`src/shared/clkgen_pkg.sv`:
```
// Purpose: constants of the PCM clock generator configuration block
// Assumes: 50 MHz system clock, 16-bit register port at printed offsets
// Notes: clock rates are built by phase accumulators, dividers count input edges
package clkgen_pkg;

    // ********************************
    // register offsets
    // ********************************
    localparam logic [15:0] ADDR_PCM_RATE = 16'hD080;
    localparam logic [15:0] ADDR_FS_RATE = 16'hD081;
    localparam logic [15:0] ADDR_AUX_CTRL = 16'hD082;
    localparam logic [15:0] ADDR_REF_SEL = 16'hD083;
    localparam logic [15:0] ADDR_REF_PIN = 16'hD084;
    localparam logic [15:0] ADDR_STATUS = 16'hD090;

    // ********************************
    // field positions and reset values
    // ********************************
    localparam int EN_BIT = 3;
    localparam logic [1:0] RST_PCM_RATE = 2'h0;
    localparam logic RST_FS_RATE = 1'b1;
    localparam logic RST_AUX_EN = 1'b1;
    localparam logic [2:0] RST_AUX_RATE = 3'h0;
    localparam logic RST_REF_EN = 1'b0;
    localparam logic [2:0] RST_REF_SRC = 3'h0;
    localparam logic RST_REFPIN_OE = 1'b0;
    localparam logic [2:0] RST_REF_DIV = 3'h3;

    // ********************************
    // source and divider codes
    // ********************************
    localparam logic [2:0] SRC_OSCILLATOR_DERIVED_CLOCK_192 = 3'h0;
    localparam logic [2:0] SRC_EXT_256 = 3'h1;
    localparam logic [2:0] SRC_EXT = 3'h2;
    localparam logic [2:0] SRC_REFPIN = 3'h3;
    localparam logic [2:0] SRC_REFPIN_64 = 3'h4;
    localparam logic [2:0] SRC_FS = 3'h5;
    localparam logic [2:0] DIVSEL_256 = 3'h0;
    localparam logic [2:0] DIVSEL_192 = 3'h1;
    localparam logic [2:0] DIVSEL_4 = 3'h2;
    localparam logic [2:0] DIVSEL_3 = 3'h3;
    localparam logic [2:0] DIVSEL_1 = 3'h4;
    localparam logic [8:0] DIV_256 = 9'h100;
    localparam logic [8:0] DIV_192 = 9'h0C0;
    localparam logic [8:0] DIV_64 = 9'h040;
    localparam logic [8:0] DIV_4 = 9'h004;
    localparam logic [8:0] DIV_3 = 9'h003;
    localparam logic [8:0] DIV_1 = 9'h001;

    // ********************************
    // rates and accumulator steps
    // ********************************
    localparam longint unsigned CLK_HZ = 64'd50000000;
    localparam longint unsigned F_2048K = 64'd2048000;
    localparam longint unsigned F_4096K = 64'd4096000;
    localparam longint unsigned F_8192K = 64'd8192000;
    localparam longint unsigned F_16384K = 64'd16384000;
    localparam longint unsigned F_15360K = 64'd15360000;
    localparam longint unsigned F_8K = 64'd8000;
    localparam logic [31:0] STEP_2048K = 32'((F_2048K << 32) / CLK_HZ);
    localparam logic [31:0] STEP_4096K = 32'((F_4096K << 32) / CLK_HZ);
    localparam logic [31:0] STEP_8192K = 32'((F_8192K << 32) / CLK_HZ);
    localparam logic [31:0] STEP_16384K = 32'((F_16384K << 32) / CLK_HZ);
    localparam logic [31:0] STEP_15360K = 32'((F_15360K << 32) / CLK_HZ);
    localparam logic [31:0] STEP_8K = 32'((F_8K << 32) / CLK_HZ);

    // frame sync period in cycles at 8 kHz
    localparam logic [15:0] FS_PERIOD = 16'(CLK_HZ / F_8K);

endpackage

```
`src/core/clkgen_nco.sv`:
```
// Purpose: phase accumulator clock source
// Assumes: step below half scale
// Notes: wave is the registered accumulator top bit
module clkgen_nco (
    // clock and reset
    input wire logic clk,
    input wire logic rst_n,
    input wire logic ce,
    // control
    input wire logic run,
    input wire logic [31:0] step,
    // output
    output logic wave
);

    logic [31:0] acc;

    always_ff @(posedge clk) begin
        if (!rst_n) begin
            acc <= 32'h0;
            wave <= 1'b0;
        end else if (ce) begin
            if (run) begin
                acc <= acc + step;
                wave <= acc[31];
            end else begin
                acc <= 32'h0;
                wave <= 1'b0;
            end
        end
    end

    // ********************************
    // checks
    // ********************************
    AST_NCO_IDLE: assert property (@(posedge clk) disable iff (!rst_n)
        ce && !run |=> !wave)
        else $error("idle accumulator still toggles");

endmodule // clkgen_nco

```
`src/core/clkgen_config.sv`:
```
// Purpose: PCM clock generator configuration and pin control
// Assumes: all pin inputs synchronous to clk
// Notes: pcm, frame sync and aux rates are made by phase accumulators, so their edges carry one cycle jitter;
// reference outputs come from edge dividers, or from sampled inputs for divide by one and the ext, refpin and fs sources
//
// Implementation choice: the address-and-strobe port.
module clkgen_config (
    // clock and reset
    input wire logic clk,
    input wire logic rst_n,
    input wire logic ce,
    // register port
    input wire logic [15:0] addr,
    input wire logic [15:0] wr_data,
    input wire logic wr_en,
    input wire logic rd_en,
    output logic [15:0] rd_data,
    // strap and clock inputs
    input wire logic receive_dma_request_pin,
    input wire logic external_clock_input,
    input wire logic oscillator_derived_clock,
    // pcm pins
    input wire logic pcm_frame_sync_in,
    output logic pcm_frame_sync_out,
    output logic pcm_frame_sync_oe,
    output logic pcm_data_clock_out,
    output logic pcm_data_clock_oe,
    // aux clock pin
    output logic aux_clock_pin_out,
    output logic aux_clock_pin_oe,
    // reference pin
    input wire logic reference_pin_in,
    output logic reference_pin_out,
    output logic reference_pin_oe,
    // oscillator and status
    output logic oscillator_reference,
    output logic pcm_master
);

    // ********************************
    // configuration registers
    // ********************************
    logic [1:0] pcm_rate;
    logic fs_rate_sel;
    logic aux_en;
    logic [2:0] aux_rate;
    logic ref_en;
    logic [2:0] ref_src;
    logic refpin_oe_bit;
    logic [2:0] ref_div;
    logic master_q;

    always_ff @(posedge clk) begin
        if (!rst_n) begin
            pcm_rate <= clkgen_pkg::RST_PCM_RATE;
            fs_rate_sel <= clkgen_pkg::RST_FS_RATE;
            aux_en <= clkgen_pkg::RST_AUX_EN;
            aux_rate <= clkgen_pkg::RST_AUX_RATE;
            ref_en <= clkgen_pkg::RST_REF_EN;
            ref_src <= clkgen_pkg::RST_REF_SRC;
            refpin_oe_bit <= clkgen_pkg::RST_REFPIN_OE;
            ref_div <= clkgen_pkg::RST_REF_DIV;
        end else if (ce && wr_en) begin
            case (addr)
                clkgen_pkg::ADDR_PCM_RATE: pcm_rate <= wr_data[1:0];
                clkgen_pkg::ADDR_FS_RATE: fs_rate_sel <= wr_data[0];
                clkgen_pkg::ADDR_AUX_CTRL: begin
                    aux_en <= wr_data[clkgen_pkg::EN_BIT];
                    aux_rate <= wr_data[2:0];
                end
                clkgen_pkg::ADDR_REF_SEL: begin
                    ref_en <= wr_data[clkgen_pkg::EN_BIT];
                    ref_src <= wr_data[2:0];
                end
                clkgen_pkg::ADDR_REF_PIN: begin
                    refpin_oe_bit <= wr_data[clkgen_pkg::EN_BIT];
                    ref_div <= wr_data[2:0];
                end
                default: ;
            endcase
        end
    end

    // strap caught while reset is held
    always_ff @(posedge clk) begin
        if (!rst_n) begin
            master_q <= receive_dma_request_pin;
        end
    end

    // ********************************
    // input sampling and edges
    // ********************************
    logic ext_q;
    logic dx_q;
    logic refin_q;
    logic fsin_q;

    always_ff @(posedge clk) begin
        if (!rst_n) begin
            ext_q <= 1'b0;
            dx_q <= 1'b0;
            refin_q <= 1'b0;
            fsin_q <= 1'b0;
        end else if (ce) begin
            ext_q <= external_clock_input;
            dx_q <= oscillator_derived_clock;
            refin_q <= reference_pin_in & ~refpin_oe_bit;
            fsin_q <= pcm_frame_sync_in & ~master_q;
        end
    end

    logic ext_edge;
    logic dx_edge;
    logic refin_edge;

    assign ext_edge = external_clock_input & ~ext_q;
    assign dx_edge = oscillator_derived_clock & ~dx_q;
    assign refin_edge = reference_pin_in & ~refpin_oe_bit & ~refin_q;

    // ********************************
    // edge dividers
    // ********************************
    logic [8:0] refpin_n;

    always_comb begin
        case (ref_div)
            clkgen_pkg::DIVSEL_256: refpin_n = clkgen_pkg::DIV_256;
            clkgen_pkg::DIVSEL_192: refpin_n = clkgen_pkg::DIV_192;
            clkgen_pkg::DIVSEL_4: refpin_n = clkgen_pkg::DIV_4;
            clkgen_pkg::DIVSEL_3: refpin_n = clkgen_pkg::DIV_3;
            clkgen_pkg::DIVSEL_1: refpin_n = clkgen_pkg::DIV_1;
            default: refpin_n = clkgen_pkg::DIV_256;
        endcase
    end

    // channel 0 dx/192, 1 ext/256, 2 refpin/64, 3 ext/selected
    logic [3:0] div_edge;
    logic [8:0] div_n [4];
    logic [3:0] div_out;

    assign div_edge = {ext_edge, refin_edge, ext_edge, dx_edge};
    assign div_n[0] = clkgen_pkg::DIV_192;
    assign div_n[1] = clkgen_pkg::DIV_256;
    assign div_n[2] = clkgen_pkg::DIV_64;
    assign div_n[3] = refpin_n;

    genvar gi;
    generate
        for (gi = 0; gi < 4; gi++) begin : g_div
            logic [8:0] cnt;
            always_ff @(posedge clk) begin
                if (!rst_n) begin
                    cnt <= 9'h000;
                    div_out[gi] <= 1'b0;
                end else if (ce && div_edge[gi]) begin
                    if (cnt >= div_n[gi] - 9'h001) begin
                        cnt <= 9'h000;
                    end else begin
                        cnt <= cnt + 9'h001;
                    end
                    div_out[gi] <= (cnt < (div_n[gi] >> 1)) ? 1'b0 : 1'b1;
                end
            end
        end
    endgenerate

    // ********************************
    // rate generators
    // ********************************
    logic [31:0] pcm_step;
    logic [31:0] aux_step;
    logic pcm_wave;
    logic fs_wave;
    logic aux_wave;

    always_comb begin
        case (pcm_rate)
            2'h0: pcm_step = clkgen_pkg::STEP_2048K;
            2'h1: pcm_step = clkgen_pkg::STEP_4096K;
            2'h2: pcm_step = clkgen_pkg::STEP_8192K;
            default: pcm_step = clkgen_pkg::STEP_16384K;
        endcase
    end

    always_comb begin
        case (aux_rate)
            3'h0: aux_step = clkgen_pkg::STEP_2048K;
            3'h1: aux_step = clkgen_pkg::STEP_4096K;
            3'h2: aux_step = clkgen_pkg::STEP_8192K;
            3'h3: aux_step = clkgen_pkg::STEP_15360K;
            default: aux_step = clkgen_pkg::STEP_2048K;
        endcase
    end

    clkgen_nco u_pcm_nco (
        .clk(clk),
        .rst_n(rst_n),
        .ce(ce),
        .run(master_q),
        .step(pcm_step),
        .wave(pcm_wave)
    );

    // frame sync step ignores the rate selection bit
    clkgen_nco u_fs_nco (
        .clk(clk),
        .rst_n(rst_n),
        .ce(ce),
        .run(master_q),
        .step(clkgen_pkg::STEP_8K),
        .wave(fs_wave)
    );

    clkgen_nco u_aux_nco (
        .clk(clk),
        .rst_n(rst_n),
        .ce(ce),
        .run(aux_en),
        .step(aux_step),
        .wave(aux_wave)
    );

    // ********************************
    // reference source select
    // ********************************
    logic next_osc_ref;

    always_comb begin
        case (ref_src)
            clkgen_pkg::SRC_OSCILLATOR_DERIVED_CLOCK_192: next_osc_ref = div_out[0];
            clkgen_pkg::SRC_EXT_256: next_osc_ref = div_out[1];
            clkgen_pkg::SRC_EXT: next_osc_ref = ext_q;
            clkgen_pkg::SRC_REFPIN: next_osc_ref = refin_q;
            clkgen_pkg::SRC_REFPIN_64: next_osc_ref = div_out[2];
            clkgen_pkg::SRC_FS: next_osc_ref = fsin_q;
            default: next_osc_ref = 1'b0;
        endcase
    end

    // ********************************
    // pin drivers
    // ********************************
    always_ff @(posedge clk) begin
        if (!rst_n) begin
            pcm_data_clock_out <= 1'b0;
            pcm_data_clock_oe <= 1'b0;
            pcm_frame_sync_out <= 1'b0;
            pcm_frame_sync_oe <= 1'b0;
            pcm_master <= 1'b0;
        end else if (ce) begin
            pcm_data_clock_oe <= master_q;
            pcm_frame_sync_oe <= master_q;
            pcm_master <= master_q;
            pcm_data_clock_out <= pcm_wave & master_q;
            pcm_frame_sync_out <= fs_wave & master_q;
        end
    end

    always_ff @(posedge clk) begin
        if (!rst_n) begin
            aux_clock_pin_out <= 1'b0;
            aux_clock_pin_oe <= 1'b0;
        end else if (ce) begin
            aux_clock_pin_oe <= aux_en;
            aux_clock_pin_out <= aux_wave & aux_en;
        end
    end

    always_ff @(posedge clk) begin
        if (!rst_n) begin
            reference_pin_out <= 1'b0;
            reference_pin_oe <= 1'b0;
        end else if (ce) begin
            reference_pin_oe <= refpin_oe_bit;
            if (!refpin_oe_bit) begin
                reference_pin_out <= 1'b0;
            end else if (ref_div == clkgen_pkg::DIVSEL_1) begin
                reference_pin_out <= ext_q;
            end else begin
                reference_pin_out <= div_out[3];
            end
        end
    end

    always_ff @(posedge clk) begin
        if (!rst_n) begin
            oscillator_reference <= 1'b0;
        end else if (ce) begin
            oscillator_reference <= next_osc_ref & ref_en;
        end
    end

    // ********************************
    // register read
    // ********************************
    logic [15:0] next_rd_data;

    always_comb begin
        next_rd_data = 16'h0000;
        case (addr)
            clkgen_pkg::ADDR_PCM_RATE: next_rd_data[1:0] = pcm_rate;
            clkgen_pkg::ADDR_FS_RATE: next_rd_data[0] = fs_rate_sel;
            clkgen_pkg::ADDR_AUX_CTRL: next_rd_data[3:0] = {aux_en, aux_rate};
            clkgen_pkg::ADDR_REF_SEL: next_rd_data[3:0] = {ref_en, ref_src};
            clkgen_pkg::ADDR_REF_PIN: next_rd_data[3:0] = {refpin_oe_bit, ref_div};
            clkgen_pkg::ADDR_STATUS: begin
                next_rd_data[3:0] = {reference_pin_out, pcm_frame_sync_out,
                                     pcm_data_clock_out, master_q};
            end
            default: next_rd_data = 16'h0000;
        endcase
    end

    always_ff @(posedge clk) begin
        if (!rst_n) begin
            rd_data <= 16'h0000;
        end else if (ce) begin
            rd_data <= rd_en ? next_rd_data : 16'h0000;
        end
    end

    // ********************************
    // checking helpers
    // ********************************
    logic [15:0] fs_per;
    logic fs_seen;
    logic fs_rise;
    logic fs_prev;

    assign fs_rise = pcm_frame_sync_out & ~fs_prev;

    always_ff @(posedge clk) begin
        if (!rst_n) begin
            fs_per <= 16'h0000;
            fs_seen <= 1'b0;
            fs_prev <= 1'b0;
        end else if (ce) begin
            fs_prev <= pcm_frame_sync_out;
            if (fs_rise) begin
                fs_per <= 16'h0001;
                fs_seen <= 1'b1;
            end else begin
                fs_per <= fs_per + 16'h0001;
            end
        end
    end

    // ********************************
    // checks
    // ********************************
    AST_PIN_DIR: assert property (@(posedge clk) disable iff (!rst_n)
        $past(rst_n) && $past(ce) |-> pcm_data_clock_oe == $past(master_q)
            && pcm_frame_sync_oe == pcm_data_clock_oe)
        else $error("pcm pin direction differs from strap");

    AST_FS_RESET: assert property (@(posedge clk) disable iff (!rst_n)
        !$past(rst_n) |-> fs_rate_sel)
        else $error("frame sync rate bit not one after reset");

    AST_FS_PERIOD: assert property (@(posedge clk) disable iff (!rst_n)
        ce && fs_rise && fs_seen && master_q && $past(ce) |->
            fs_per >= clkgen_pkg::FS_PERIOD - 16'h0001
            && fs_per <= clkgen_pkg::FS_PERIOD + 16'h0001)
        else $error("frame sync period not 8 kHz");

    AST_AUX_OE: assert property (@(posedge clk) disable iff (!rst_n)
        ce && wr_en && addr == clkgen_pkg::ADDR_AUX_CTRL ##1 ce |=>
            aux_clock_pin_oe == $past(wr_data[clkgen_pkg::EN_BIT], 2))
        else $error("aux pin enable not applied two cycles after write");

    AST_REF_GATE: assert property (@(posedge clk) disable iff (!rst_n)
        $past(rst_n) && $past(ce) && !$past(ref_en) |-> !oscillator_reference)
        else $error("oscillator reference passes while disabled");

    AST_REFSRC_EXT: assert property (@(posedge clk) disable iff (!rst_n)
        ce && ref_en && ref_src == clkgen_pkg::SRC_EXT |=> oscillator_reference == $past(ext_q))
        else $error("external clock source not passed");

    AST_REFPIN_OE: assert property (@(posedge clk) disable iff (!rst_n)
        ce && !refpin_oe_bit |=> !reference_pin_oe && !reference_pin_out)
        else $error("reference pin driven while disabled");

    AST_REFERENCE_PIN_DIVIDER_ONE: assert property (@(posedge clk) disable iff (!rst_n)
        ce && refpin_oe_bit && ref_div == clkgen_pkg::DIVSEL_1 |=>
            reference_pin_out == $past(ext_q))
        else $error("divide by one does not follow external clock");

    AST_RD_RESERVED: assert property (@(posedge clk) disable iff (!rst_n)
        ce && rd_en && addr == clkgen_pkg::ADDR_PCM_RATE |=> rd_data[15:2] == 14'h0000
            && rd_data[1:0] == $past(pcm_rate))
        else $error("unused bits read nonzero");

    AST_WR_UPDATE: assert property (@(posedge clk) disable iff (!rst_n)
        ce && wr_en && addr == clkgen_pkg::ADDR_REF_PIN |=> ref_div == $past(wr_data[2:0])
            && refpin_oe_bit == $past(wr_data[clkgen_pkg::EN_BIT]))
        else $error("write not stored");

    COV_MASTER_FS: cover property (@(posedge clk) disable iff (!rst_n)
        master_q && fs_rise);
    COV_REFPIN_DIV3: cover property (@(posedge clk) disable iff (!rst_n)
        reference_pin_oe && ref_div == clkgen_pkg::DIVSEL_3 && reference_pin_out);
    COV_OSC_FS: cover property (@(posedge clk) disable iff (!rst_n)
        ref_en && ref_src == clkgen_pkg::SRC_FS && oscillator_reference);
    COV_AUX_READ: cover property (@(posedge clk) disable iff (!rst_n)
        rd_en && addr == clkgen_pkg::ADDR_AUX_CTRL ##1 rd_data[3]);

endmodule // clkgen_config

```
`config.mk`:
```
export PLATFORM = sky130hd
export DESIGN_NAME = clkgen_config
export DESIGN_NICKNAME = d
export VERILOG_FILES = /design/src/shared/clkgen_pkg.sv /design/src/core/clkgen_nco.sv /design/src/core/clkgen_config.sv
export SDC_FILE = /design/constraint.sdc
export NUM_CORES = 1
export LEC_CHECK = 0
export ABC_AREA = 0
export ABC_CLOCK_PERIOD_IN_PS = 3500
export BUFFER_PORTS_ARGS = -buffer_cell sky130_fd_sc_hd__buf_2
export CELL_PAD_IN_SITES_DETAIL_PLACEMENT = 0
export CELL_PAD_IN_SITES_GLOBAL_PLACEMENT = 1
export CORE_ASPECT_RATIO = 1.5
export CORE_MARGIN = 3
export CORE_UTILIZATION = 24
export DETAILED_ROUTE_END_ITERATION = 8
export MAX_ROUTING_LAYER = met4
export PLACE_DENSITY_LB_ADDON = 0.1
export REMOVE_ABC_BUFFERS = 1
export SYNTH_ARGS = -nofsm -noshare
export SYNTH_HDL_FRONTEND = slang
export SYNTH_SLANG_ARGS = --single-unit
```
`constraint.sdc`:
```
create_clock -name clk -period 3.5 [get_ports clk]
set_input_delay 0.7 -clock clk [delete_from_list [all_inputs] [get_ports clk]]
set_output_delay 0.7 -clock clk [all_outputs]
set_load 0.05 [all_outputs]
```
==> results.yml <==
synthesis:
  yosys_register_bits: 170
  synth.lib_cells_used.distinct: 71
  syn-instance-count: 1262
  async_flop_share_pct: 0
  syn_area_mm2: 0.01027
  synthesis.area_per_instance_um2: 8.140
  synth_area_leaders: "dfxtp_1 (33%), ha_1 (9.9%), nor2_1 (5.5%), xor2_1 (4.9%), nand2_1 (4.9%)"
  synth.most_common_cell: "dfxtp_1"
  yosys.area.top_type_share_pct: 32.94
  synth_edf_count: 1
  postSynth.topFlopCell: "dfxtp_1"
  biggest_area_consumer_among_synthesized_cells: "dfxtp_1"
  ys.warnings.count: 0
  top_cells_by_instance_count_after_synthesis: "dfxtp_1 (169), nor2_1 (151), nand2_1 (135)"
  synth-seq-area-share_pct: 33.23
clock_network:
  clock_tree.root_cell: "clkbuf_16"
  clock_tree_from_tritoncts: "built"
  clock_insertion_delay_worst_skew_ns: 0.44
  clock_tree.buffer_depth: 2
  cts_inserted_buffers: 17
  count_of_h_tree_levels_built_during_cts: 4
  clock_sinks: 170
  clkSlewWorstSetupHoldPaths_ns: 0.07
drt:
  route.antenna.remaining_nets: 0
  detailedRoute.firstPassIterationCount: 4
  drtIter0Drc: 319
  wl_um: 31310
  drc_violation_count_after_routing: 0
  vias: 8881
  wire_per_inst_um: 16.38
  via_density: 4.645
sta:
  skew_ns: 0.01054
  rsz_0062_raised_after_global_routing: "true"
  timing.final.crit_period_ns: 3.350
  relSlewSlack_pct: 40.89
  final-setup-viol-count: 0
  fmaxAchievable_ghz: 0.2986
  slew_violations: 0
  worst_pin_slew_ns: 0.8791
  timing_hold_violations_final: 0
  final_layout_setup_total_negative_slack_ns: 0
  post-route-period-util_pct: 95.70
die:
  placement_rows: 92
  floorplan.initialDensity_pct: 24.38
  floorplan.die_area_mm2: 0.04537
  placeableCoreArea_mm2: 0.04213
  boundary_pins: 68
  die_w_um: 174.9
  die_height_um: 259.4
critical_path:
  end_kind: "flop"
  timing.critical_path.from: "aux_rate[1]"
  r2r_start: "aux_rate[1]"
  worst_r2r_path_depth: 15
  cp_slowest_stage_delay_ns: 0.42
  critical_path.slowest_cell: "a211oi_2"
  cp_cell_sequence: "nor3b_4 -> inv_4 -> nand2_1 -> inv_1 -> ha_1 -> a21o_1 -> o21ai_1 -> a211oi_2 -> a221oi_1 -> buf_4 -> a21oi_2 -> or4_1 -> nand3_1 -> or3_1 -> a31oi_1"
  critPathArrivalTime_ns: 3.72
  worst-setup-path-type: "flop to flop"
  start_kind: "flop"
  worst_ep_required_time_ns: 3.87
  worstPathMaxFanout: 5
power_and_ir_drop:
  vdd.ir_drop.worst_uv: 331.3
  cellLeakagePower_nw: 5.170
  pwr_density_cell_mw_per_mm2: 401.4
  p_total_mw: 4.841
worst_hold_path:
  worstHoldStart: "u_aux_nco.acc[27]"
  min-delay-path-class: "flop to flop"
  worstHoldPathCells: 2
cells_and_area:
  finalNetCount: 1458
  postLayoutCoreUtil_pct: 28.63
  area_delta_synth_final_pct: 17.41
  fraction_of_final_layout_cells_with_drive_strength_greater_than_1_pct: 12.40
  final_area_mm2: 0.01206
global_routing:
  first_pass_grt_wire_length_um: 49850
  global_route_overflow: 0
  global_route.usage.total_pct: 14.30
  grt_antenna_before_repair: 1
  grt_pass1_vias: 9051
  largest_net_degree_at_the_start_of_global_routing: 33
placement:
  port_buffers: 43
  place_hpwl_um: 23520
  place_congestion: 0.7806
  placement.cell_area_mm2: 0.01140
run_status:
  status: "complete, no violations"
run:
  drv_cap: 0
==> per-stage QoR <==
step / worst slack, ns / hold WS, ns / std cells
2_1_floorplan: -0.1575 / 0.4291 / 1212
3_3_place_gp: -0.1090 / 0.4433 / 1878
3_5_place_dp: -0.08799 / 0.4486 / 1878
4_1_cts: 0.02634 / 0.4375 / 1910
5_1_grt: -0.001052 / 0.4538 / 1912
6_report: 0.1505 / 0.4592 / 1912
==> routing by layer <==
layer	track usage (%)	routed length, um	vias to the layer above
met5	-	0	-
met4	3.815	471	0
met3	1.800	516	25
met2	27.42	17090	76
met1	15.37	13230	4180
li1	-	-	4600
==> worst paths after layout <==
kind,end,slack (ns)
setup / recovery,u_aux_nco.acc[28],0.15
hold / removal,u_aux_nco.acc[27],0.46
setup reg to reg,u_aux_nco.acc[28],0.15
hold reg to reg,u_aux_nco.acc[27],0.46
==> placed cells by master (no fill, tap or decap), drive strengths merged, types with 4 or more instances in the layout <==
master / count
or2: 6
a21o: 48
o31ai: 4
a22oi: 26
a21oi: 94
o211ai: 5
mux2i: 23
and2: 12
nand2b: 11
xor2: 58
or4: 4
a211oi: 13
clkinv: 5
a31oi: 14
mux2: 5
nand3b: 6
ha: 81
a31o: 4
dfxtp: 169
nor3b: 10
a211o: 6
inv: 42
nor2: 151
maj3: 7
conb: 12
nand4: 14
o21ai: 69
nor4: 7
buf: 103
o21bai: 7
nand3: 43
nand2: 135
nor2b: 10
xnor2: 40
and3: 18
clkbuf: 19
or3: 10
nor3: 14
a2bb2oi: 4
==> power by group <==
part	internal, mW	leakage, nW	total (mW)	switching [mW]
combinational	0.290	3.48	0.720	0.430
clock	1.13	0.308	2.04	0.908
sequential	2.01	1.38	2.08	0.0664
==> cells by family (layout without fill, tap and decap cells) <==
kind of cell | count (synthesis) | in the layout | share of synthesized area, %
and+or+nand+nor | 454 | 454 | 20.43
AOI/OAI and AO/OA | 325 | 325 | 20.34
DFF | 170 | 170 | 33.23
xor gates and xnor gates | 98 | 98 | 8.356
buffers and inverters | 97 | 171 | 4.080
adders and majority gates | 89 | 89 | 10.74
muxes | 28 | 28 | 2.789
other | 1 | 13 | 0.03651
==> repair_timing <==
action,in CTS,in global routing
setup endpoints to repair,2,16
hold buffers,0,0
pin swaps,0,3
setup buffers,0,1
resized for setup,1,11
==> worst max-delay path, delay by kind of cell (launching register included) <==
kind / cells / cell delay (ns)
compound gates: 6 / 1.25
simple gates: 5 / 1.01
flops: 1 / 0.37
buf+inv: 3 / 0.31
fa+ha+maj: 1 / 0.31
==> area by class of cell <==
type	count	area, um^2
Clock buffer	19	464.2
Timing Repair Buffer	103	665.6
Multi-Input combinational cell	1006	6516
Tap cell	564	705.7
Clock inverter	13	153.9
Antenna cell	1	2.502
Sequential cell	170	3415
Inverter	36	137.6
Fill cell	4629	30070
==> state kept, by name, indices dropped and copies added, names as in the netlist, 2 cells and up <==
register	flops
g_div.cnt	36
u_aux_nco.acc	32
u_pcm_nco.acc	32
u_fs_nco.acc	31
div_out	4
rd_data	4
aux_rate	3
ref_div	3
ref_src	3
pcm_rate	2
Power figures use the tool's default switching activity.
